`src/common/bssc_regs.svh`:
```
// register offsets, field positions, reset values and timing figures of the setpoint control
`ifndef BSSC_REGS_SVH
`define BSSC_REGS_SVH

// clock
`define BSSC_CLK_PERIOD_NS     25

// soft-start durations in ns, encodings 00..11 ascending
`define BSSC_SS_T0_NS          500000
`define BSSC_SS_T1_NS          1000000
`define BSSC_SS_T2_NS          2000000
`define BSSC_SS_T3_NS          4000000

// per-code step time of a setpoint change after start-up, in ns
`define BSSC_SLEW_T0_NS        500
`define BSSC_SLEW_T1_NS        1000
`define BSSC_SLEW_T2_NS        5000
`define BSSC_SLEW_T3_NS        10000

// strap pin settling time per decoded bit, in ns
`define BSSC_STRAP_SETTLE_NS   400

// register select codes
`define BSSC_SEL_SETPOINT      2'h0
`define BSSC_SEL_MAIN          2'h1
`define BSSC_SEL_RAMP          2'h2
`define BSSC_SEL_STATUS        2'h3

// field positions
`define BSSC_RANGE_LSB         0
`define BSSC_SLEW_LSB          2
`define BSSC_SS_LSB            0

// reset and default values
`define BSSC_RANGE_RST         2'h2
`define BSSC_SS_RST            2'h1
`define BSSC_SLEW_RST          2'h0
`define BSSC_CODE_SHORT_GND    8'h46
`define BSSC_CODE_SHORT_VIN    8'h5F

// voltages in quarter millivolts
`define BSSC_BASE_LO_QMV       16'h0640
`define BSSC_BASE_HI_QMV       16'h0C80
`define BSSC_STEP_R0_QMV       16'h0005
`define BSSC_STEP_R1_QMV       16'h000A
`define BSSC_STEP_R2_QMV       16'h0014
`define BSSC_STEP_R3_QMV       16'h0028

`endif

```
`src/common/bssc_pkg.sv`:
```
// types shared by the setpoint control and its strap decoder
package bssc_pkg;

  typedef enum logic [1:0] {
    BSSC_INIT_DECODE = 2'b00,
    BSSC_INIT_LOAD   = 2'b01,
    BSSC_INIT_DONE   = 2'b10
  } bssc_init_state_type;

  typedef enum logic [1:0] {
    BSSC_DEC_IDLE = 2'b00,
    BSSC_DEC_MSB  = 2'b01,
    BSSC_DEC_LSB  = 2'b10,
    BSSC_DEC_DONE = 2'b11
  } bssc_dec_state_type;

endpackage

```
`src/common/bssc_strap_if.sv`:
```
// carrier between the control and one strap decoder
`timescale 1ns/1ps
interface bssc_strap_if;
  logic       start;
  logic       pin_level;
  logic       done;
  logic [1:0] code;
  logic       sw_a;
  logic       sw_b;

  modport ctrl (output start, output pin_level, input done, input code, input sw_a, input sw_b);
  modport dec  (input start, input pin_level, output done, output code, output sw_a, output sw_b);
endinterface

```
`src/logic/bssc_strap_decoder.sv`:
```
// two-step resistor level decoder for one strap pin
`timescale 1ns/1ps
`include "bssc_regs.svh"
module bssc_strap_decoder (
  // clock and reset
  input  wire logic   clk_in,
  input  wire logic   rst_n_in,
  // control side
  bssc_strap_if.dec   strap
);

  // least settle time, rounded up to whole cycles
  localparam int SETTLE_CYC =
    (`BSSC_STRAP_SETTLE_NS + `BSSC_CLK_PERIOD_NS - 1) / `BSSC_CLK_PERIOD_NS;

  bssc_pkg::bssc_dec_state_type state;
  bssc_pkg::bssc_dec_state_type next_state;
  logic [7:0]                   cnt;
  logic [7:0]                   next_cnt;
  logic [1:0]                   code;
  logic [1:0]                   next_code;
  logic                         sw_a;
  logic                         next_sw_a;
  logic                         sw_b;
  logic                         next_sw_b;

  // sequence: both switches open for the msb, then one switch closed for the lsb
  always_comb begin
    next_state = state;
    next_cnt   = cnt;
    next_code  = code;
    next_sw_a  = 1'b0;
    next_sw_b  = 1'b0;
    unique case (state)
      bssc_pkg::BSSC_DEC_IDLE: begin
        if (strap.start) begin
          next_state = bssc_pkg::BSSC_DEC_MSB;
          next_cnt   = 8'h00;
        end
      end
      bssc_pkg::BSSC_DEC_MSB: begin
        // switches stay open while the buffer reads the bare pin
        if (cnt == 8'(SETTLE_CYC - 1)) begin
          next_code[1] = strap.pin_level;
          next_cnt     = 8'h00;
          next_state   = bssc_pkg::BSSC_DEC_LSB;
          next_sw_a    = ~strap.pin_level;
          next_sw_b    = strap.pin_level;
        end else begin
          next_cnt = cnt + 8'h01;
        end
      end
      bssc_pkg::BSSC_DEC_LSB: begin
        next_sw_a = ~code[1];
        next_sw_b = code[1];
        if (cnt == 8'(SETTLE_CYC - 1)) begin
          // high reads as one with either switch, so the pin level is the lsb
          next_code[0] = strap.pin_level;
          next_sw_a    = 1'b0;
          next_sw_b    = 1'b0;
          next_state   = bssc_pkg::BSSC_DEC_DONE;
        end else begin
          next_cnt = cnt + 8'h01;
        end
      end
      bssc_pkg::BSSC_DEC_DONE: begin
        next_state = bssc_pkg::BSSC_DEC_DONE;
      end
    endcase
  end

  // decoder registers
  always_ff @(posedge clk_in or negedge rst_n_in) begin
    if (!rst_n_in) begin
      state <= bssc_pkg::BSSC_DEC_IDLE;
      cnt   <= 8'h00;
      code  <= 2'h0;
      sw_a  <= 1'b0;
      sw_b  <= 1'b0;
    end else begin
      state <= next_state;
      cnt   <= next_cnt;
      code  <= next_code;
      sw_a  <= next_sw_a;
      sw_b  <= next_sw_b;
    end
  end

  assign strap.done = (state == bssc_pkg::BSSC_DEC_DONE);
  assign strap.code = code;
  assign strap.sw_a = sw_a;
  assign strap.sw_b = sw_b;

endmodule

```
`src/logic/bssc_ctrl.sv`:
```
// setpoint, range and soft-start control of a step-down converter
//
// Overview of operation
// - two-bit soft-start field, default one millisecond
// - new settings held off until soft start ends
// - ramp to captured code first, then new code
// - force discontinuous conduction during start-up ramp
// - reference ramps fully; output follows above prebias
// - frequency strap selects one of four frequencies
// - msb sampled with both bias switches open
// - msb zero: close switch a, read lsb
// - msb one: close switch b, read lsb
// - range select picks the setpoint step size
// - range defaults to the 5 mV range
// - new range adopted only on setpoint write
// - target is base plus code times step
// - variants without serial port fix the range
// - voltage strap loads the default setpoint code
// - voltage strap also sets the target address
// - values written while disabled apply at enable
// - serial changes deferred during soft start; a setpoint walk retargets on each write
// - init holds enable low, straps, defaults, release
// - enable toggling keeps register contents
`timescale 1ns/1ps
`include "bssc_regs.svh"
module bssc_ctrl #(
  parameter int         SS0_CYC         = `BSSC_SS_T0_NS / `BSSC_CLK_PERIOD_NS,
  parameter int         SS1_CYC         = `BSSC_SS_T1_NS / `BSSC_CLK_PERIOD_NS,
  parameter int         SS2_CYC         = `BSSC_SS_T2_NS / `BSSC_CLK_PERIOD_NS,
  parameter int         SS3_CYC         = `BSSC_SS_T3_NS / `BSSC_CLK_PERIOD_NS,
  parameter logic       HAS_SERIAL      = 1'b1,
  parameter logic [7:0] CODE_RES_GND    = 8'h50,
  parameter logic [7:0] CODE_RES_VIN    = 8'h64,
  parameter logic [6:0] ADDR_BASE       = 7'h40
) (
  // clock and reset
  input  wire logic        clk_in,
  input  wire logic        rst_n_in,
  // strap pins and their bias switches
  input  wire logic        frequency_strap_pin_in,
  output logic             freq_bias_switch_a_out,
  output logic             freq_bias_switch_b_out,
  input  wire logic        voltage_strap_pin_in,
  output logic             volt_bias_switch_a_out,
  output logic             volt_bias_switch_b_out,
  // enable pin
  input  wire logic        en_in,
  output logic             en_pull_low_out,
  // register access
  input  wire logic        cfg_wr_in,
  input  wire logic [1:0]  cfg_sel_in,
  input  wire logic [7:0]  cfg_data_in,
  output logic [7:0]       rd_data_out,
  output logic             serial_ready_out,
  output logic [6:0]       target_addr_out,
  // converter control
  input  wire logic        fpwm_req_in,
  input  wire logic [15:0] sensed_qmv_in,
  output logic [1:0]       freq_sel_out,
  output logic             soft_start_active_out,
  output logic             ramp_busy_out,
  output logic             force_dcm_out,
  output logic             pwm_forced_out,
  output logic [7:0]       target_voltage_code_out,
  output logic [1:0]       output_range_sel_out,
  output logic [15:0]      ref_qmv_out,
  output logic             output_follow_out
);

  // per-code step times of later setpoint changes
  localparam int SLEW0_CYC = `BSSC_SLEW_T0_NS / `BSSC_CLK_PERIOD_NS;
  localparam int SLEW1_CYC = `BSSC_SLEW_T1_NS / `BSSC_CLK_PERIOD_NS;
  localparam int SLEW2_CYC = `BSSC_SLEW_T2_NS / `BSSC_CLK_PERIOD_NS;
  localparam int SLEW3_CYC = `BSSC_SLEW_T3_NS / `BSSC_CLK_PERIOD_NS;

  // target in quarter millivolts, base plus code times step
  function automatic logic [15:0] code_to_qmv(input logic [1:0] rng, input logic [7:0] code);
    logic [15:0] step;
    logic [15:0] base;
    step = `BSSC_STEP_R2_QMV;
    base = `BSSC_BASE_LO_QMV;
    unique case (rng)
      2'h0: step = `BSSC_STEP_R0_QMV;
      2'h1: step = `BSSC_STEP_R1_QMV;
      2'h2: step = `BSSC_STEP_R2_QMV;
      2'h3: begin
        step = `BSSC_STEP_R3_QMV;
        base = `BSSC_BASE_HI_QMV;
      end
    endcase
    return base + 16'(code) * step;
  endfunction

  // cycles between reference steps; the ramp has 256 steps
  function automatic logic [17:0] ss_tick(input logic [1:0] sel);
    logic [17:0] len;
    len = 18'(SS1_CYC);
    unique case (sel)
      2'h0: len = 18'(SS0_CYC);
      2'h1: len = 18'(SS1_CYC);
      2'h2: len = 18'(SS2_CYC);
      2'h3: len = 18'(SS3_CYC);
    endcase
    return (len >> 8) == 18'h00000 ? 18'h00001 : (len >> 8);
  endfunction

  // cycles per code step when moving between setpoints
  function automatic logic [8:0] slew_tick(input logic [1:0] sel);
    logic [8:0] len;
    len = 9'(SLEW0_CYC);
    unique case (sel)
      2'h0: len = 9'(SLEW0_CYC);
      2'h1: len = 9'(SLEW1_CYC);
      2'h2: len = 9'(SLEW2_CYC);
      2'h3: len = 9'(SLEW3_CYC);
    endcase
    return len;
  endfunction

  // strap decoders
  bssc_strap_if freq_strap ();
  bssc_strap_if volt_strap ();

  bssc_strap_decoder u_freq_dec (
    .clk_in   (clk_in),
    .rst_n_in (rst_n_in),
    .strap    (freq_strap.dec)
  );

  bssc_strap_decoder u_volt_dec (
    .clk_in   (clk_in),
    .rst_n_in (rst_n_in),
    .strap    (volt_strap.dec)
  );

  bssc_pkg::bssc_init_state_type init_state;
  bssc_pkg::bssc_init_state_type next_init_state;

  assign freq_strap.start     = (init_state == bssc_pkg::BSSC_INIT_DECODE);
  assign volt_strap.start     = (init_state == bssc_pkg::BSSC_INIT_DECODE);
  assign freq_strap.pin_level = frequency_strap_pin_in;
  assign volt_strap.pin_level = voltage_strap_pin_in;

  // init sequence: decode both straps, load defaults, then open up
  always_comb begin
    next_init_state = init_state;
    unique case (init_state)
      bssc_pkg::BSSC_INIT_DECODE: begin
        if (freq_strap.done && volt_strap.done) begin
          next_init_state = bssc_pkg::BSSC_INIT_LOAD;
        end
      end
      bssc_pkg::BSSC_INIT_LOAD: next_init_state = bssc_pkg::BSSC_INIT_DONE;
      bssc_pkg::BSSC_INIT_DONE: next_init_state = bssc_pkg::BSSC_INIT_DONE;
      default:                  next_init_state = bssc_pkg::BSSC_INIT_DECODE;
    endcase
  end

  // only a supply reset re-runs init, never the enable pin
  always_ff @(posedge clk_in or negedge rst_n_in) begin
    if (!rst_n_in) begin
      init_state <= bssc_pkg::BSSC_INIT_DECODE;
    end else begin
      init_state <= next_init_state;
    end
  end

  wire logic init_done = (init_state == bssc_pkg::BSSC_INIT_DONE);
  wire logic load_now  = (init_state == bssc_pkg::BSSC_INIT_LOAD);

  // written values, applied values and ramp state
  logic [7:0]  pend_code;
  logic [7:0]  next_pend_code;
  logic [1:0]  pend_range;
  logic [1:0]  next_pend_range;
  logic [1:0]  pend_slew;
  logic [1:0]  next_pend_slew;
  logic [1:0]  pend_ss;
  logic [1:0]  next_pend_ss;
  logic        range_armed;
  logic        next_range_armed;
  logic [7:0]  act_code;
  logic [7:0]  next_act_code;
  logic [1:0]  act_range;
  logic [1:0]  next_act_range;
  logic [1:0]  act_slew;
  logic [1:0]  next_act_slew;
  logic [1:0]  act_ss;
  logic [1:0]  next_act_ss;
  logic [1:0]  freq_sel;
  logic [1:0]  next_freq_sel;
  logic [1:0]  volt_code;
  logic [1:0]  next_volt_code;
  logic        en_q;
  logic        next_en_q;
  logic        ss_active;
  logic        next_ss_active;
  logic [17:0] ss_cnt;
  logic [17:0] next_ss_cnt;
  logic [8:0]  ss_idx;
  logic [8:0]  next_ss_idx;
  logic [8:0]  dvs_cnt;
  logic [8:0]  next_dvs_cnt;
  logic [15:0] ref_qmv;
  logic [15:0] next_ref_qmv;
  logic        follow;
  logic        next_follow;
  logic [7:0]  rd_data;
  logic [7:0]  next_rd_data;

  wire logic [15:0] target_qmv = code_to_qmv(act_range, act_code);
  wire logic [24:0] ramp_prod  = 25'(target_qmv) * 25'(ss_idx);
  wire logic        ss_start   = en_in && init_done && !en_q;
  wire logic        dvs_busy   = en_q && !ss_active && (act_code != pend_code || range_armed);
  wire logic        wr_ok      = cfg_wr_in && init_done && HAS_SERIAL;

  // configuration and ramp sequencing
  always_comb begin
    next_pend_code   = pend_code;
    next_pend_range  = pend_range;
    next_pend_slew   = pend_slew;
    next_pend_ss     = pend_ss;
    next_range_armed = range_armed;
    next_act_code    = act_code;
    next_act_range   = act_range;
    next_act_slew    = act_slew;
    next_act_ss      = act_ss;
    next_freq_sel    = freq_sel;
    next_volt_code   = volt_code;
    next_en_q        = en_in && init_done;
    next_ss_active   = ss_active;
    next_ss_cnt      = ss_cnt;
    next_ss_idx      = ss_idx;
    next_dvs_cnt     = dvs_cnt;
    next_ref_qmv     = ref_qmv;
    next_follow      = follow;
    if (load_now) begin
      // strap defaults, loaded once per supply reset
      next_freq_sel  = freq_strap.code;
      next_volt_code = volt_strap.code;
      unique case (volt_strap.code)
        2'h0: next_pend_code = `BSSC_CODE_SHORT_GND;
        2'h1: next_pend_code = CODE_RES_GND;
        2'h2: next_pend_code = CODE_RES_VIN;
        2'h3: next_pend_code = `BSSC_CODE_SHORT_VIN;
      endcase
      next_act_code   = next_pend_code;
      next_pend_range = `BSSC_RANGE_RST;
      next_act_range  = `BSSC_RANGE_RST;
      next_pend_ss    = `BSSC_SS_RST;
      next_act_ss     = `BSSC_SS_RST;
      next_pend_slew  = `BSSC_SLEW_RST;
      next_act_slew   = `BSSC_SLEW_RST;
    end
    if (!en_in || !init_done) begin
      // disabled: everything written waits for the next enable
      next_ss_active = 1'b0;
      next_ss_cnt    = 18'h00000;
      next_ss_idx    = 9'h000;
      next_dvs_cnt   = 9'h000;
      next_ref_qmv   = 16'h0000;
      next_follow    = 1'b0;
    end else if (ss_start) begin
      // capture the code and settings in force as the ramp begins
      next_ss_active = 1'b1;
      next_ss_cnt    = 18'h00000;
      next_ss_idx    = 9'h000;
      next_act_code  = pend_code;
      next_act_ss    = pend_ss;
      next_act_slew  = pend_slew;
      next_ref_qmv   = 16'h0000;
      if (range_armed) begin
        next_act_range   = pend_range;
        next_range_armed = 1'b0;
      end
    end else if (ss_active) begin
      // reference walks all 256 steps; applied values stay frozen
      if (ss_cnt >= ss_tick(act_ss) - 18'h00001) begin
        next_ss_cnt = 18'h00000;
        if (ss_idx == 9'h100) begin
          next_ss_active = 1'b0;
        end else begin
          next_ss_idx = ss_idx + 9'h001;
        end
      end else begin
        next_ss_cnt = ss_cnt + 18'h00001;
      end
      next_ref_qmv = ramp_prod[23:8];
      // a charged output only tracks once the reference passes it
      next_follow  = follow || (ramp_prod[23:8] > sensed_qmv_in);
    end else begin
      // settled: pending values apply, one code per slew tick
      next_follow  = 1'b1;
      next_ref_qmv = target_qmv;
      if (range_armed) begin
        // a new range changes the step size, so jump; same range walks
        next_act_range   = pend_range;
        if (pend_range != act_range) next_act_code = pend_code;
        next_range_armed = 1'b0;
      end else if (act_code != pend_code) begin
        if (dvs_cnt >= slew_tick(act_slew) - 9'h001) begin
          next_dvs_cnt  = 9'h000;
          next_act_code = (pend_code > act_code) ? act_code + 8'h01 : act_code - 8'h01;
        end else begin
          next_dvs_cnt = dvs_cnt + 9'h001;
        end
      end else begin
        // slew changes only between ramps
        next_act_slew = pend_slew;
        next_dvs_cnt  = 9'h000;
      end
    end
    // writes land in the pending copies and never touch applied values
    if (wr_ok) begin
      unique case (cfg_sel_in)
        `BSSC_SEL_SETPOINT: begin
          next_pend_code   = cfg_data_in;
          next_range_armed = 1'b1;
        end
        `BSSC_SEL_MAIN: begin
          next_pend_range = cfg_data_in[`BSSC_RANGE_LSB +: 2];
          next_pend_slew  = cfg_data_in[`BSSC_SLEW_LSB +: 2];
        end
        `BSSC_SEL_RAMP: next_pend_ss = cfg_data_in[`BSSC_SS_LSB +: 2];
        `BSSC_SEL_STATUS: next_pend_ss = pend_ss;
      endcase
    end
    if (!HAS_SERIAL) begin
      next_act_range = `BSSC_RANGE_RST;
    end
  end

  // configuration and ramp registers
  always_ff @(posedge clk_in or negedge rst_n_in) begin
    if (!rst_n_in) begin
      pend_code   <= `BSSC_CODE_SHORT_GND;
      pend_range  <= `BSSC_RANGE_RST;
      pend_slew   <= `BSSC_SLEW_RST;
      pend_ss     <= `BSSC_SS_RST;
      range_armed <= 1'b0;
      act_code    <= `BSSC_CODE_SHORT_GND;
      act_range   <= `BSSC_RANGE_RST;
      act_slew    <= `BSSC_SLEW_RST;
      act_ss      <= `BSSC_SS_RST;
      freq_sel    <= 2'h0;
      volt_code   <= 2'h0;
      en_q        <= 1'b0;
      ss_active   <= 1'b0;
      ss_cnt      <= 18'h00000;
      ss_idx      <= 9'h000;
      dvs_cnt     <= 9'h000;
      ref_qmv     <= 16'h0000;
      follow      <= 1'b0;
    end else begin
      pend_code   <= next_pend_code;
      pend_range  <= next_pend_range;
      pend_slew   <= next_pend_slew;
      pend_ss     <= next_pend_ss;
      range_armed <= next_range_armed;
      act_code    <= next_act_code;
      act_range   <= next_act_range;
      act_slew    <= next_act_slew;
      act_ss      <= next_act_ss;
      freq_sel    <= next_freq_sel;
      volt_code   <= next_volt_code;
      en_q        <= next_en_q;
      ss_active   <= next_ss_active;
      ss_cnt      <= next_ss_cnt;
      ss_idx      <= next_ss_idx;
      dvs_cnt     <= next_dvs_cnt;
      ref_qmv     <= next_ref_qmv;
      follow      <= next_follow;
    end
  end

  // readback of the written copies and of live status
  always_comb begin
    next_rd_data = 8'h00;
    unique case (cfg_sel_in)
      `BSSC_SEL_SETPOINT: next_rd_data = pend_code;
      `BSSC_SEL_MAIN:     next_rd_data = {4'h0, pend_slew, pend_range};
      `BSSC_SEL_RAMP:     next_rd_data = {6'h00, pend_ss};
      `BSSC_SEL_STATUS:   next_rd_data = {init_done, ss_active, dvs_busy, range_armed,
                                          freq_sel, volt_code};
    endcase
  end

  always_ff @(posedge clk_in or negedge rst_n_in) begin
    if (!rst_n_in) begin
      rd_data <= 8'h00;
    end else begin
      rd_data <= next_rd_data;
    end
  end

  // pins and converter outputs
  assign freq_bias_switch_a_out  = freq_strap.sw_a;
  assign freq_bias_switch_b_out  = freq_strap.sw_b;
  assign volt_bias_switch_a_out  = volt_strap.sw_a;
  assign volt_bias_switch_b_out  = volt_strap.sw_b;
  assign en_pull_low_out         = !init_done;
  assign serial_ready_out        = init_done;
  assign rd_data_out             = rd_data;
  assign target_addr_out         = ADDR_BASE | {5'h00, volt_code};
  assign freq_sel_out            = freq_sel;
  assign soft_start_active_out   = ss_active;
  assign ramp_busy_out           = ss_active || dvs_busy;
  // start-up ramp overrides any forced pwm request
  assign force_dcm_out           = ss_active;
  assign pwm_forced_out          = fpwm_req_in && !ss_active;
  assign target_voltage_code_out = act_code;
  assign output_range_sel_out    = act_range;
  assign ref_qmv_out             = ref_qmv;
  assign output_follow_out       = follow;

endmodule

```
`config.mk`:
```
export PLATFORM = sky130hd
export DESIGN_NAME = bssc_ctrl
export DESIGN_NICKNAME = d
export VERILOG_FILES = /design/src/common/bssc_pkg.sv /design/src/common/bssc_strap_if.sv /design/src/logic/bssc_strap_decoder.sv /design/src/logic/bssc_ctrl.sv
export VERILOG_INCLUDE_DIRS = /design/src /design/src/common
export SDC_FILE = /design/constraint.sdc
export NUM_CORES = 1
export LEC_CHECK = 0
export ABC_AREA = 1
export BUFFER_PORTS_ARGS = -buffer_cell sky130_fd_sc_hd__buf_4
export CAP_MARGIN = 20
export CORE_MARGIN = 1
export CORE_UTILIZATION = 45
export CTS_CLUSTER_DIAMETER = 80
export DETAILED_ROUTE_END_ITERATION = 6
export PLACE_DENSITY = 0.7
export SYNTH_ARGS = -nofsm -noshare
export SYNTH_HDL_FRONTEND = slang
export SYNTH_SLANG_ARGS = --single-unit
```
`constraint.sdc`:
```
create_clock -name clk_in -period 9.7 [get_ports clk_in]
set_input_delay 1.94 -clock clk_in [delete_from_list [all_inputs] [get_ports clk_in]]
set_output_delay 1.94 -clock clk_in [all_outputs]
set_load 0.05 [all_outputs]
```
After elaboration in Yosys (flattened, before gate mapping)
Cells that the tools add are included.
{"block": "word_totals", "in_bits": 33, "output_inout_bits": 54, "mem_bits_ro": 0, "regBits": 126, "n_memories": 0, "word_cells": 242, "latchBits": 0, "ramBits": 0}
{"block": "op_classes", "n_mux": 109, "n_lt_le_gt_ge": 4, "n_div": 0, "mul": 2, "reduce_logical": 39, "shifts": 0, "eq_ne": 42, "addsub": 10, "n_bitwise": 4}
{"operator": "9-bit 2-to-1 mux", "n": 16}
{"operator": "8-bit 2-to-1 mux", "n": 17}
{"operator": "18-bit 2-to-1 mux", "n": 7}
{"operator": "18-bit case mux with 4 select lines", "n": 1}
{"operator": "16-bit case mux with 4 select lines", "n": 1}
{"operator": "8-bit case mux with 4 select lines", "n": 2}
{"operator": "2-bit 2-to-1 mux", "n": 28}
{"operator": "16-bit 2-to-1 mux", "n": 3}
{"operator": "8-bit case mux with 3 select lines", "n": 2}
{"operator": "9-bit case mux with 4 select lines", "n": 1}
{"operator": "2-bit == test (second input constant)", "n": 15}
{"operator": "8-bit by 1-bit adder with 8-bit output (second input constant)", "n": 3}
{"operator": "16-bit by 9-bit multiplier with 24-bit output", "n": 1}
{"operator": "1-bit 2-to-1 mux", "n": 21}
{"operator": "18-bit by 1-bit adder with 18-bit output (second input constant)", "n": 1}
{"operator": "9-bit by 1-bit adder with 9-bit output (second input constant)", "n": 2}
{"operator": "18-bit >= comparator", "n": 1}
{"operator": "18-bit logical NOT", "n": 1}
{"operator": "3-bit AND reduction", "n": 6}
{"operator": "16-bit adder", "n": 1}
{"operator": "2-bit by 1-bit == test with 1-bit output (second input constant)", "n": 8}
{"operator": "8-bit by 4-bit == test with 1-bit output (second input constant)", "n": 2}
{"operator": "16-bit > comparator", "n": 1}
{"operator": "2-bit logical NOT", "n": 8}
{"operator": "24 further kinds", "n": 61}

Logic depth before layout (Yosys ltp)
Gate-level depths: netlist of run 1.
{"block": "logic_depth", "ltp_word": 15, "depth_mapped": 52, "depth_no_buf": 52}

Hierarchy
Synthesis of run 1 repeated with hierarchy kept, for this count alone.
{"block": "unflattened", "cells_unflattened": 1942, "area_unflattened_um2": 14636.5}
{"module": "bssc_ctrl", "n_inst": 1, "area_per_inst_um2": 12844.8, "cells_per_inst": 1706, "seq_area_each_um2": 2464.9}
{"module": "bssc_strap_decoder (u_volt_dec)", "n_inst": 1, "area_per_inst_um2": 909.6, "cells_per_inst": 117, "seq_area_each_um2": 350.3}
{"module": "bssc_strap_decoder (u_freq_dec)", "n_inst": 1, "area_per_inst_um2": 882.1, "cells_per_inst": 119, "seq_area_each_um2": 350.3}

Worst setup path after synthesis of run 1
OpenSTA, ideal clock, no wires.
{"block": "synth_timing", "kind": "reg2reg", "startpoint": "register act_range[0], in the netlist output_range_sel_out[0]", "endpoint": "register follow, in the netlist output_follow_out", "path_stages_with_launch": 49, "arrival_time_ns": 8.945, "setup_time_ns": 0.066, "period_less_slack_ns": 9.011, "slack_ns": 0.689, "path_buffers": 2, "t_required_ns": 9.634, "path_cell_list": "dfrtp_1 buf_6 clkbuf_1 nand2_1 nor2_1 fa_1 fa_1 fa_1 inv_1 fa_1 inv_1 ha_1 a21oi_1 a21boi_2 o21ai_1 inv_1 nor2_1 o21ai_0 (+13 left out) inv_1 nand2_1 nand2_1 nand3_1 inv_1 nand3_1 and2_1 ha_1 nand2_1 inv_1 nand3_1 nor3_1 o21ai_0 o2111ai_1 nand2_1 nand2_1 nand2_1 nand2_1"}
{"block": "synth_via", "elab_chain_cells": 10, "elab_cells_between_ends": 14, "classes_between": "1 x add/sub; 2 x mul; 1 x order compare; 3 x eq/ne; 5 x mux; 2 x reduce/logical"}
{"item": "from (decl)", "line": "bssc_ctrl.sv:184", "text": "logic [1:0] act_range;"}
{"item": "from (signal assigned)", "line": "bssc_ctrl.sv:342", "text": "act_range <= `BSSC_RANGE_RST;"}
{"item": "from (signal assigned)", "line": "bssc_ctrl.sv:361", "text": "act_range <= next_act_range;"}
{"item": "2-bit == test (tied with other cells)", "line": "bssc_ctrl.sv:82", "text": "unique case (rng)"}
{"item": "16-bit case mux with 4 select lines", "line": "bssc_ctrl.sv:82"}
{"item": "8-bit by 16-bit multiplier with 16-bit output", "line": "bssc_ctrl.sv:91", "text": "return base + 16'(code) * step;"}
{"item": "16-bit adder (*)", "line": "bssc_ctrl.sv:91"}
{"item": "16-bit by 9-bit multiplier with 24-bit output (*)", "line": "bssc_ctrl.sv:212", "text": "wire logic [24:0] ramp_prod = 25'(target_qmv) * 25'(ss_idx);"}
{"item": "16-bit > comparator (*)", "line": "bssc_ctrl.sv:290", "text": "next_follow = follow || (ramp_prod[23:8] > sensed_qmv_in);"}
{"item": "1-bit logical OR (*)", "line": "bssc_ctrl.sv:290"}
{"item": "1-bit 2-to-1 mux (*)", "line": "bssc_ctrl.sv:276", "text": "end else if (ss_active) begin"}
{"item": "1-bit 2-to-1 mux (*)", "line": "bssc_ctrl.sv:263", "text": "end else if (ss_start) begin"}
{"item": "1-bit 2-to-1 mux (*)", "line": "bssc_ctrl.sv:255", "text": "if (!en_in || !init_done) begin"}
{"item": "to (signal assigned)", "line": "bssc_ctrl.sv:372", "text": "follow <= next_follow;"}
{"item": "to (decl)", "line": "bssc_ctrl.sv:206", "text": "logic follow;"}
Mark *: on every way between the ends. The rest lies on a longest branch, timed or not. The select of a mux whose other input is x is not followed.
A chain may end at the register's enable or synchronous reset.

Worst setup path after layout of run 1
{"block": "layout_timing", "startpoint": "register act_range[1], in the netlist output_range_sel_out[1]", "endpoint": "register follow, in the netlist output_follow_out"}
The elaborated chain is that of the path after synthesis.

==> results of run 1 <==
## worst min path at each step
stage / start / depth (start not counted) / slack [ns] / endpoint
2_1_floorplan: u_freq_dec.strap.code[0] / 2 / 0.45 / freq_sel_out[0]
3_3_place_gp: ss_cnt[14] / 2 / 0.48 / ss_cnt[14]
3_5_place_dp: u_freq_dec.strap.code[0] / 2 / 0.48 / u_freq_dec.strap.code[0]
4_1_cts: ss_cnt[15] / 2 / 0.49 / ss_cnt[15]
5_1_grt: ss_cnt[15] / 2 / 0.51 / ss_cnt[15]
6_report: ss_cnt[15] / 2 / 0.48 / ss_cnt[15]
## per-layer routing
layer | vias up | global-route usage
met3 | 83 | 0.0429
met2 | 413 | 0.413
met5 | - | 0
met1 | 5967 | 0.291
li1 | 6012 | -
met4 | 0 | 0.0923
## power by group through the flow
stage	clock (W)	sequential (W)	combinational [W]
2_1_floorplan	0	0.000716	0.00124
3_3_place_gp	0	0.000640	0.00187
3_5_place_dp	0	0.000640	0.00190
4_1_cts	0.000639	0.000632	0.00191
5_1_grt	0.000658	0.000638	0.00219
6_report	0.000624	0.000632	0.00194
## area by class of cell
cell class                 count  area, sq um
clock buffer                  20          467
clock inverter                11          108
fill                        3012        15400
inverter                     407         1540
multi-input combinational   1316         9510
sequential                   126         3170
tap                          402          503
timing repair buffer          98          759
## repair_timing
action,4_1_cts,5_1_grt
gates resized for setup,0,21
setup buffers,0,6
endpoints found under the setup margin,0,1
## critical path, delay by kind of cell (launching register included)
kind                       cells  cell delay [ns]
adders and majority gates     11             5.12
and+or+nand+nor               16             1.32
DFF                            1             0.68
AOI/OAI and AO/OA              8             1.24
buffers and inverters         11             0.76
## cell usage after synthesis (all sizes together), types with 6 or more instances
cell | instances | area share
nor2 | 189 | 0.052
buf | 25 | 0.011
nand3 | 65 | 0.024
fa | 125 | 0.17
inv | 402 | 0.11
or2 | 14 | 0.0061
nand4 | 24 | 0.010
o21bai | 6 | 0.0031
o22ai | 20 | 0.0087
dfrtp | 116 | 0.20
nand2 | 393 | 0.11
xor2 | 38 | 0.025
nor3 | 18 | 0.0066
ha | 157 | 0.14
a21oi | 108 | 0.038
o21ai | 99 | 0.035
and2 | 7 | 0.0030
dfstp | 10 | 0.018
clkbuf | 23 | 0.0060
## cells by family (layout without fill, tap and decap cells)
family                     after synthesis  count (layout)  synth area share
AOI/OAI and AO/OA                      263             263             0.101
buffers and inverters                  455             536             0.124
xor gates and xnor gates                43              43            0.0288
adders and majority gates              282             282             0.311
and+or+nand+nor                        720             720             0.214
other                                    2               6          0.000522
DFF                                    126             126             0.220
muxes                                    2               2           0.00139
## sequential cells by signal, summed over array words and instances, names as in the netlist, 8 cells and up
register,cells
ss_cnt,18
ref_qmv_out,16
dvs_cnt,9
ss_idx,9
pend_code,8
rd_data_out,8
target_voltage_code_out,8
u_freq_dec.cnt,8
u_volt_dec.cnt,8
## through the flow
stage               setup WS (ns)   util
CTS                         0.194  0.506
global route              -0.0166  0.510
finish                      0.512  0.510
detailed placement          0.241  0.487
global placement            0.390  0.487
floorplan                   0.689      -
## cells in the final DEF, fill, tap and decap left out, drive strengths merged, types with 24 or more instances in the layout
master	Yosys	layout
nand4	24	24
ha	157	157
xor2	38	38
a21oi	108	108
o21ai	99	99
nand2	393	393
nor2	189	189
inv	402	405
buf	25	98
nand3	65	65
dfrtp	116	116
fa	125	125
==> results.yml, run 1 <==
critical_path:
  cp_common_cell: "inv_1"
  regToRegEndpoint: "output_follow_out"
  ff2ff_setup_slack_ns: 0.51
  path_class: "flip-flop to flip-flop"
  critPathArrivalTime_ns: 9.55
  critPathMaxStageDelay_ns: 0.68
  cp-end-kind: "flip-flop"
  crit_path_start: "output_range_sel_out[1]"
  cp-endpoint: "output_follow_out"
  ff2ff_path_depth: 46
  crit_path_max_fanout: 10
  cp.required_ns: 10.07
  cp-start-kind: "flip-flop"
  r2r-start: "output_range_sel_out[1]"
  cp_slowest_cell: "dfstp_4"
die:
  initial_core_util: 0.457
  fp.dieH_microns: 181
  coreArea_sq_mm: 0.0315
  ios: 87
  die_area_sq_mm: 0.0327
  row_count: 65
  die_w_microns: 181
placed_design:
  placed_area_sq_mm: 0.0153
  io_buffers: 81
  dp.cells: 2342
  globalplace.congestion: 0.900
  dp_hpwl_microns: 28900
final_layout:
  fin_area_sq_mm: 0.0161
  final_nets: 2281
  area_delta_synth_final_pct: 11.7
  drive_gt1_frac: 0.107
  fin_cells: 2380
  antennaDiodeCount: 0
grt:
  track_usage: 0.237
  grt_max_degree: 86
  grt_pass1_wl_microns: 62000
  grt_pass1_vias: 12905
  grt-ovfl-total: 0
  antenna_found_initial: 0
routing:
  drt_wl_total_microns: 36500
  vias_per_cell: 5.24
  route.met2.wl_microns: 17600
  wl_met3_microns: 2200
  drt_iter0_drc: 943
  num_vias: 12475
  top_layer_used: "met4"
  antenna_left: 0
  wl_per_cell_microns: 15.3
  wl_met1_microns: 15600
  drc: 2
  first_pass_iters: 7
power:
  p_leak_nw: 8.68
  power_frac_clock: 0.195
  power.internal_w: 0.00157
  vdd.ir_drop.worst_mv: 0.180
  comb_power_share: 0.607
  power.density_mw_per_mm2: 199
  p_sw_frac: 0.507
  p_seq_frac: 0.198
  fin_total_pwr_w: 0.00319
  switching_power_w: 0.00162
timing:
  final.setup_skew_ns: 0.0121
  clock.fmax_mhz: 109
  slew_violations: 0
  post-route-period-util: 0.947
  setup_viol: 0
  worst_pin_slew_ns: 0.929
  fin_setup_tns_ns: 0
  max_slew_margin: 0.380
  final_hold_viol_count: 0
  period_needed_ns: 9.19
  finalHoldWorstSlack_ns: 0.484
cts:
  cts-buffers-inserted: 17
  clock_latency_ns: 0.44
  cts.clk_slew.worst_paths_ns: 0.06
  cts_root_buffer: "clkbuf_16"
  htree_levels: 4
  clock_path_buffers: 2
  hold_buffers: 0
  cts_tree: "yes"
  clock_sinks: 126
flow_run:
  max_cap_violations: 0
synth:
  synth_edf_count: 0
  synthCells: 1893
  synthArstFlopShare: 1.00
  synth_seq_cells: 126
  ys.warnings.count: 0
  ys.flop_type: "dfrtp_1"
  netlist_area_sq_mm: 0.0144
  avgSynthCellArea_sq_um: 7.60
  ys_types: 60
  yosysSeqAreaShare: 0.220
worst_hold_path:
  hp-class: "flip-flop to flip-flop"
outcome:
  violations: "design-rule violations"
  outcome: "complete, but fails checks"
(Power assumes the default switching activity.)
==> run 2, diff against run 1 <==
- CORE_UTILIZATION: 45 -> 40
- PLACE_DENSITY: 0.7 -> 0.64
==> run 2 against run 1 <==
  * The flow now finishes without violations
  * Combinational power up 3%
  * Fmax increased by 0.57%
  * Sequential share of layout area down 0.14 points
  * Utilization decreased by 5.4 points
  * Design area grew 0.80%
  * Routed wire length increased by 1.9%
  * Critical path depth grew 1
  * Highest routed layer unchanged
==> results.yml, run 2 (same netlist as run 1, synthesis figures left out) <==
die:
  ios: 87
  initial_core_util: 0.405
  die_area_sq_mm: 0.0367
  die_w_microns: 192
  coreArea_sq_mm: 0.0355
  row_count: 69
  fp.dieH_microns: 192
critical_path:
  cpLargestDelayFamily: "adder cells"
  critPathArrivalTime_ns: 9.50
  ff2ff_path_depth: 47
  cp_slowest_cell: "dfstp_4"
  cp_num_buf_inv: 8
  cp_common_cell: "nand2_1"
  crit_path_max_fanout: 9
  r2r-start: "output_range_sel_out[1]"
  crit_path_start: "output_range_sel_out[1]"
  cp-start-kind: "flip-flop"
  cp-end-kind: "flip-flop"
  crit_cells: 47
  cp.required_ns: 10.06
  cp-endpoint: "output_follow_out"
  path_class: "flip-flop to flip-flop"
  ff2ff_setup_slack_ns: 0.56
  regToRegEndpoint: "output_follow_out"
  critPathMaxStageDelay_ns: 0.67
power:
  vdd.ir_drop.worst_mv: 0.181
  power.density_mw_per_mm2: 200
  p_leak_nw: 8.70
routing:
  drt_iter0_drc: 807
  first_pass_iters: 6
  wl_per_cell_microns: 15.2
  antenna_left: 0
  drc: 0
  drt_wl_total_microns: 37200
  vias_per_cell: 5.07
  num_vias: 12403
cts:
  cts_tree: "yes"
  clock_sinks: 126
  clock_path_buffers: 2
  clock_latency_ns: 0.43
  cts.clk_slew.worst_paths_ns: 0.06
  htree_levels: 4
  cts-buffers-inserted: 17
  cts_root_buffer: "clkbuf_16"
final_layout:
  area_delta_synth_final_pct: 12.5
  mostFrequentLayoutCells: "394 x inv_1, 375 x nand2_1, 177 x nor2_1"
  final_common_cell: "inv_1"
  drive_gt1_frac: 0.113
  final_nets: 2286
  top_register: "ss_cnt"
  antennaDiodeCount: 0
  largest_reg_flops: 18
timing:
  final.setup_skew_ns: 0.00973
  slew_violations: 0
  worst_pin_slew_ns: 0.889
  setup_ws_ns: 0.565
  post-route-period-util: 0.942
  max_slew_margin: 0.408
  clock.fmax_mhz: 109
  final_hold_viol_count: 0
  period_needed_ns: 9.14
  finalHoldWorstSlack_ns: 0.485
  setup_viol: 0
placed_design:
  globalplace.congestion: 0.890
  dp_hpwl_microns: 29500
  io_buffers: 81
  preCtsSetupSlack_ns: 0.0279
grt:
  grt_pass1_vias: 12780
  track_usage: 0.216
  grt-ovfl-total: 0
  grt_max_degree: 67
  antenna_found_initial: 0
  grt_pass1_wl_microns: 62800
outcome:
  outcome: "completed"
worst_hold_path:
  hp-class: "flip-flop to flip-flop"
  holdPathStages: 2
flow_run:
  max_cap_violations: 0
[run 2: cell count changes in the layout (fill, tap and decap cells not counted), moves of 2 or more]
cell / before / now
ha_4: 0 / 4
buf_4: 96 / 101
nor2_1: 179 / 177
o21ai_2: 1 / 3
inv_6: 3 / 5
nor2_2: 9 / 11
nand2_2: 12 / 14
ha_1: 154 / 150
[run 2: final cells by class]
cell class,count,area [sq um]
multi-input combinational,1316,9560
sequential,126,3170
inverter,407,1540
clock inverter,13,104
timing repair buffer,103,774
fill,3516,19300
tap,461,577
clock buffer,19,453
[run 2: timing repair]
item | 4_1_cts | 5_1_grt
hold buffers | 0 | 0
buffers inserted | 0 | 12
pin swaps | 0 | 5
setup endpoints to repair | 1 | 1
resized for setup | 1 | 29
[run 2: power breakdown]
part / switching, W / total, W / internal [W]
combinational: 0.00134 / 0.00199 / 0.000655
sequential: 0.0000513 / 0.000630 / 0.000579
clock: 0.000268 / 0.000613 / 0.000345
[run 2: metal layers]
layer	GRT usage	part of all wire
met5	0	0
met4	0.0705	0.024
met3	0.0247	0.040
met2	0.381	0.50
met1	0.275	0.44
[run 2: tightest hold or removal path, delay by kind of cell (launching register included)]
| family | cells | cell delay (ns) |
|---|---|---|
| buffers and inverters | 1 | 0.05 |
| flip-flops | 1 | 0.36 |
| AND/OR/NAND/NOR | 1 | 0.04 |
[run 2: worst min path at each step]
| stage | from | end | slack, ns |
|---|---|---|---|
| after floorplan | u_freq_dec.strap.code[0] | freq_sel_out[0] | 0.45 |
| after global placement | ss_cnt[14] | ss_cnt[14] | 0.47 |
| after detailed placement | ss_cnt[11] | ss_cnt[11] | 0.48 |
| after CTS | ss_cnt[11] | ss_cnt[11] | 0.49 |
| after global routing | ss_cnt[11] | ss_cnt[11] | 0.51 |
| final | ss_cnt[11] | ss_cnt[11] | 0.49 |
[run 2: through the flow]
| stage | TNS [ns] | cells | instance area (sq um) | util | total power, W |
|---|---|---|---|---|---|
| after detailed placement | 0 | 2401 | 15400 | 0.434 | 0.00255 |
| after global placement | 0 | 2401 | 15400 | 0.434 | 0.00253 |
| final | 0 | 2445 | 16200 | 0.456 | 0.00324 |
| after floorplan | 0 | 1897 | 14400 | - | 0.00196 |
| after CTS | 0 | 2433 | 16000 | 0.450 | 0.00318 |
| after global routing | -0.0326 | 2445 | 16200 | 0.456 | 0.00355 |
==> run 3, diff against run 2 <==
- SYNTH_HIERARCHICAL: default -> 1
==> run 3 against run 2 <==
  * The flow now finishes with violations (design-rule violations)
  * Area after synthesis up 1.8%
  * Highest routed layer unchanged
  * Largest power group unchanged
  * Combinational power up 37%
  * Via count up 1.3%
  * First-iteration DRC count down 6.6%
  * Setup slack worse by 0.067 ns
  * Count of clock-buffer cells in the layout up 2
  * Sequential share of layout area down 0.33 points
  * Fmax down 0.73%
  * Clock skew up 0.0049 ns
==> results.yml, run 3 <==
final_layout:
  finish.utilization: 0.459
  largest_reg_flops: 18
  area_delta_synth_final_pct: 12.4
  fin_cells: 2493
  final_common_cell: "nand2_1"
  antennaDiodeCount: 0
  top_register: "ss_cnt"
  final_nets: 2332
  drive_gt1_frac: 0.122
  mostFrequentLayoutCells: "446 x nand2_1, 381 x inv_1, 178 x nor2_1"
grt:
  antenna_found_initial: 0
  grt_pass1_wl_microns: 65300
  track_usage: 0.220
  grt_max_degree: 77
  grt-ovfl-total: 0
  grt_pass1_vias: 12731
die:
  row_count: 69
  ios: 87
  die_w_microns: 193
  coreArea_sq_mm: 0.0358
  die_area_sq_mm: 0.0374
  fp.dieH_microns: 193
  initial_core_util: 0.409
synth:
  synth_edf_count: 0
  synthTopCellsByArea: "dfrtp_1 20%, fa_1 17%, ha_1 13%, nand2_1 12%, inv_1 9.8%"
  avgSynthCellArea_sq_um: 7.54
  synth_largest_area_cell: "dfrtp_1"
  netlist_top_cells_count: "452 x nand2_1, 384 x inv_1, 183 x nor2_1, 155 x ha_1, 125 x fa_1"
  synthCells: 1942
  synth_seq_cells: 126
  ys_types: 62
  netlist_area_sq_mm: 0.0146
  ys.warnings.count: 6
  ys.flop_type: "dfrtp_1"
  synth.top_cell.area_share: 0.198
  yosysMostFrequentCell: "nand2_1"
  synthArstFlopShare: 1.00
  yosysSeqAreaShare: 0.216
placed_design:
  globalplace.congestion: 0.884
  dp.cells: 2453
  io_buffers: 81
  dp_hpwl_microns: 31200
critical_path:
  cp.required_ns: 10.04
  r2r-start: "output_range_sel_out[0]"
  cp-end-kind: "flip-flop"
  critPathArrivalTime_ns: 9.54
  crit_path_start: "output_range_sel_out[0]"
  cp_common_cell: "nand2_1"
  cp-start-kind: "flip-flop"
  crit_path_max_fanout: 7
  critPathMaxStageDelay_ns: 0.56
  path_class: "flip-flop to flip-flop"
  cp_slowest_cell: "fa_1"
outcome:
  outcome: "complete, but fails checks"
  violations: "design-rule violations"
routing:
  first_pass_iters: 7
  drc: 1
  num_vias: 12562
  wl_per_cell_microns: 15.9
  vias_per_cell: 5.04
  drt_wl_total_microns: 39500
  drt_iter0_drc: 754
  antenna_left: 0
worst_hold_path:
  worstHoldStart: "ss_cnt[10]"
  hp-class: "flip-flop to flip-flop"
timing:
  max_slew_margin: 0.413
  period_needed_ns: 9.20
  final_hold_viol_count: 0
  post-route-period-util: 0.949
  worst_pin_slew_ns: 0.881
  clock.fmax_mhz: 109
  setup_viol: 0
  final.setup_skew_ns: 0.0146
  slew_violations: 0
flow_run:
  max_cap_violations: 0
cts:
  clock_sinks: 126
  clock_path_buffers: 2
  cts_root_buffer: "clkbuf_16"
  clock_latency_ns: 0.44
  cts_tree: "yes"
  htree_levels: 4
  cts-buffers-inserted: 17
  cts.clk_slew.worst_paths_ns: 0.07
power:
  power.density_mw_per_mm2: 242
  vdd.ir_drop.worst_mv: 0.249
  p_leak_nw: 8.98
-- run 3: cell families after synthesis --
family	Yosys count	synth area share
simple gates	836	0.250
buf+inv	445	0.119
fa+ha+maj	280	0.303
compound gates	216	0.0856
flops	126	0.216
xor+xnor	36	0.0241
other cells	2	0.000513
mux	1	0.000684
-- run 3: final cells by class --
class | count | area [sq um]
Multi-Input combinational cell | 1375 | 9870
Fill cell | 3526 | 19400
Clock buffer | 21 | 460
Tap cell | 461 | 577
Inverter | 399 | 1500
Sequential cell | 126 | 3170
Timing Repair Buffer | 100 | 774
Clock inverter | 11 | 92.6
-- run 3: critical path, delay by kind of cell (launching register included) --
kind | cells | cell delay [ns]
buffers and inverters | 7 | 0.50
AND/OR/NAND/NOR | 23 | 2.23
AO/OA/AOI/OAI | 5 | 0.82
adder cells (fa/ha/maj) | 11 | 5.10
flip-flops | 1 | 0.43
-- run 3: through the flow --
stage	hold slack (ns)	setup TNS [ns]	setup slack (ns)	area [sq um]	power, W
after floorplan	0.453	0	0.644	14700	0.00240
after global placement	0.465	0	0.236	15700	0.00324
after detailed placement	0.480	0	0.247	15700	0.00327
after CTS	0.494	0	0.227	16200	0.00391
after global routing	0.522	-0.0534	-0.0534	16400	0.00434
final	0.487	0	0.498	16400	0.00398
-- run 3: worst paths after layout --
| kind | end | slack, ns | depth (start not counted) |
|---|---|---|---|
| max | output_follow_out | 0.50 | 46 |
| min | ss_cnt[10] | 0.49 | 1 |
| max reg2reg | output_follow_out | 0.50 | 46 |
| min reg2reg | ss_cnt[10] | 0.49 | 1 |
| max in group asynchronous | target_voltage_code_out[1] | 7.27 | 3 |
| min in group asynchronous | dvs_cnt[3] | 1.44 | 1 |
-- run 3: power by group --
group	internal [W]	switching, W
sequential	0.000577	0.0000550
combinational	0.000889	0.00184
clock	0.000363	0.000254
total	0.00183	0.00215
-- run 3: timing repair --
action                     CTS  global route
gates resized for setup      0            36
setup endpoints to repair    0             1
hold buffers                 0             0
hold endpoints to repair     0             0
buffers inserted             0             7
-- run 3: routing by layer --
metal	share of wire	up-vias	global-route usage
li1	-	6168	-
met1	0.45	6038	0.288
met2	0.49	308	0.376
met3	0.042	48	0.0249
met4	0.024	0	0.0779
met5	0	-	0
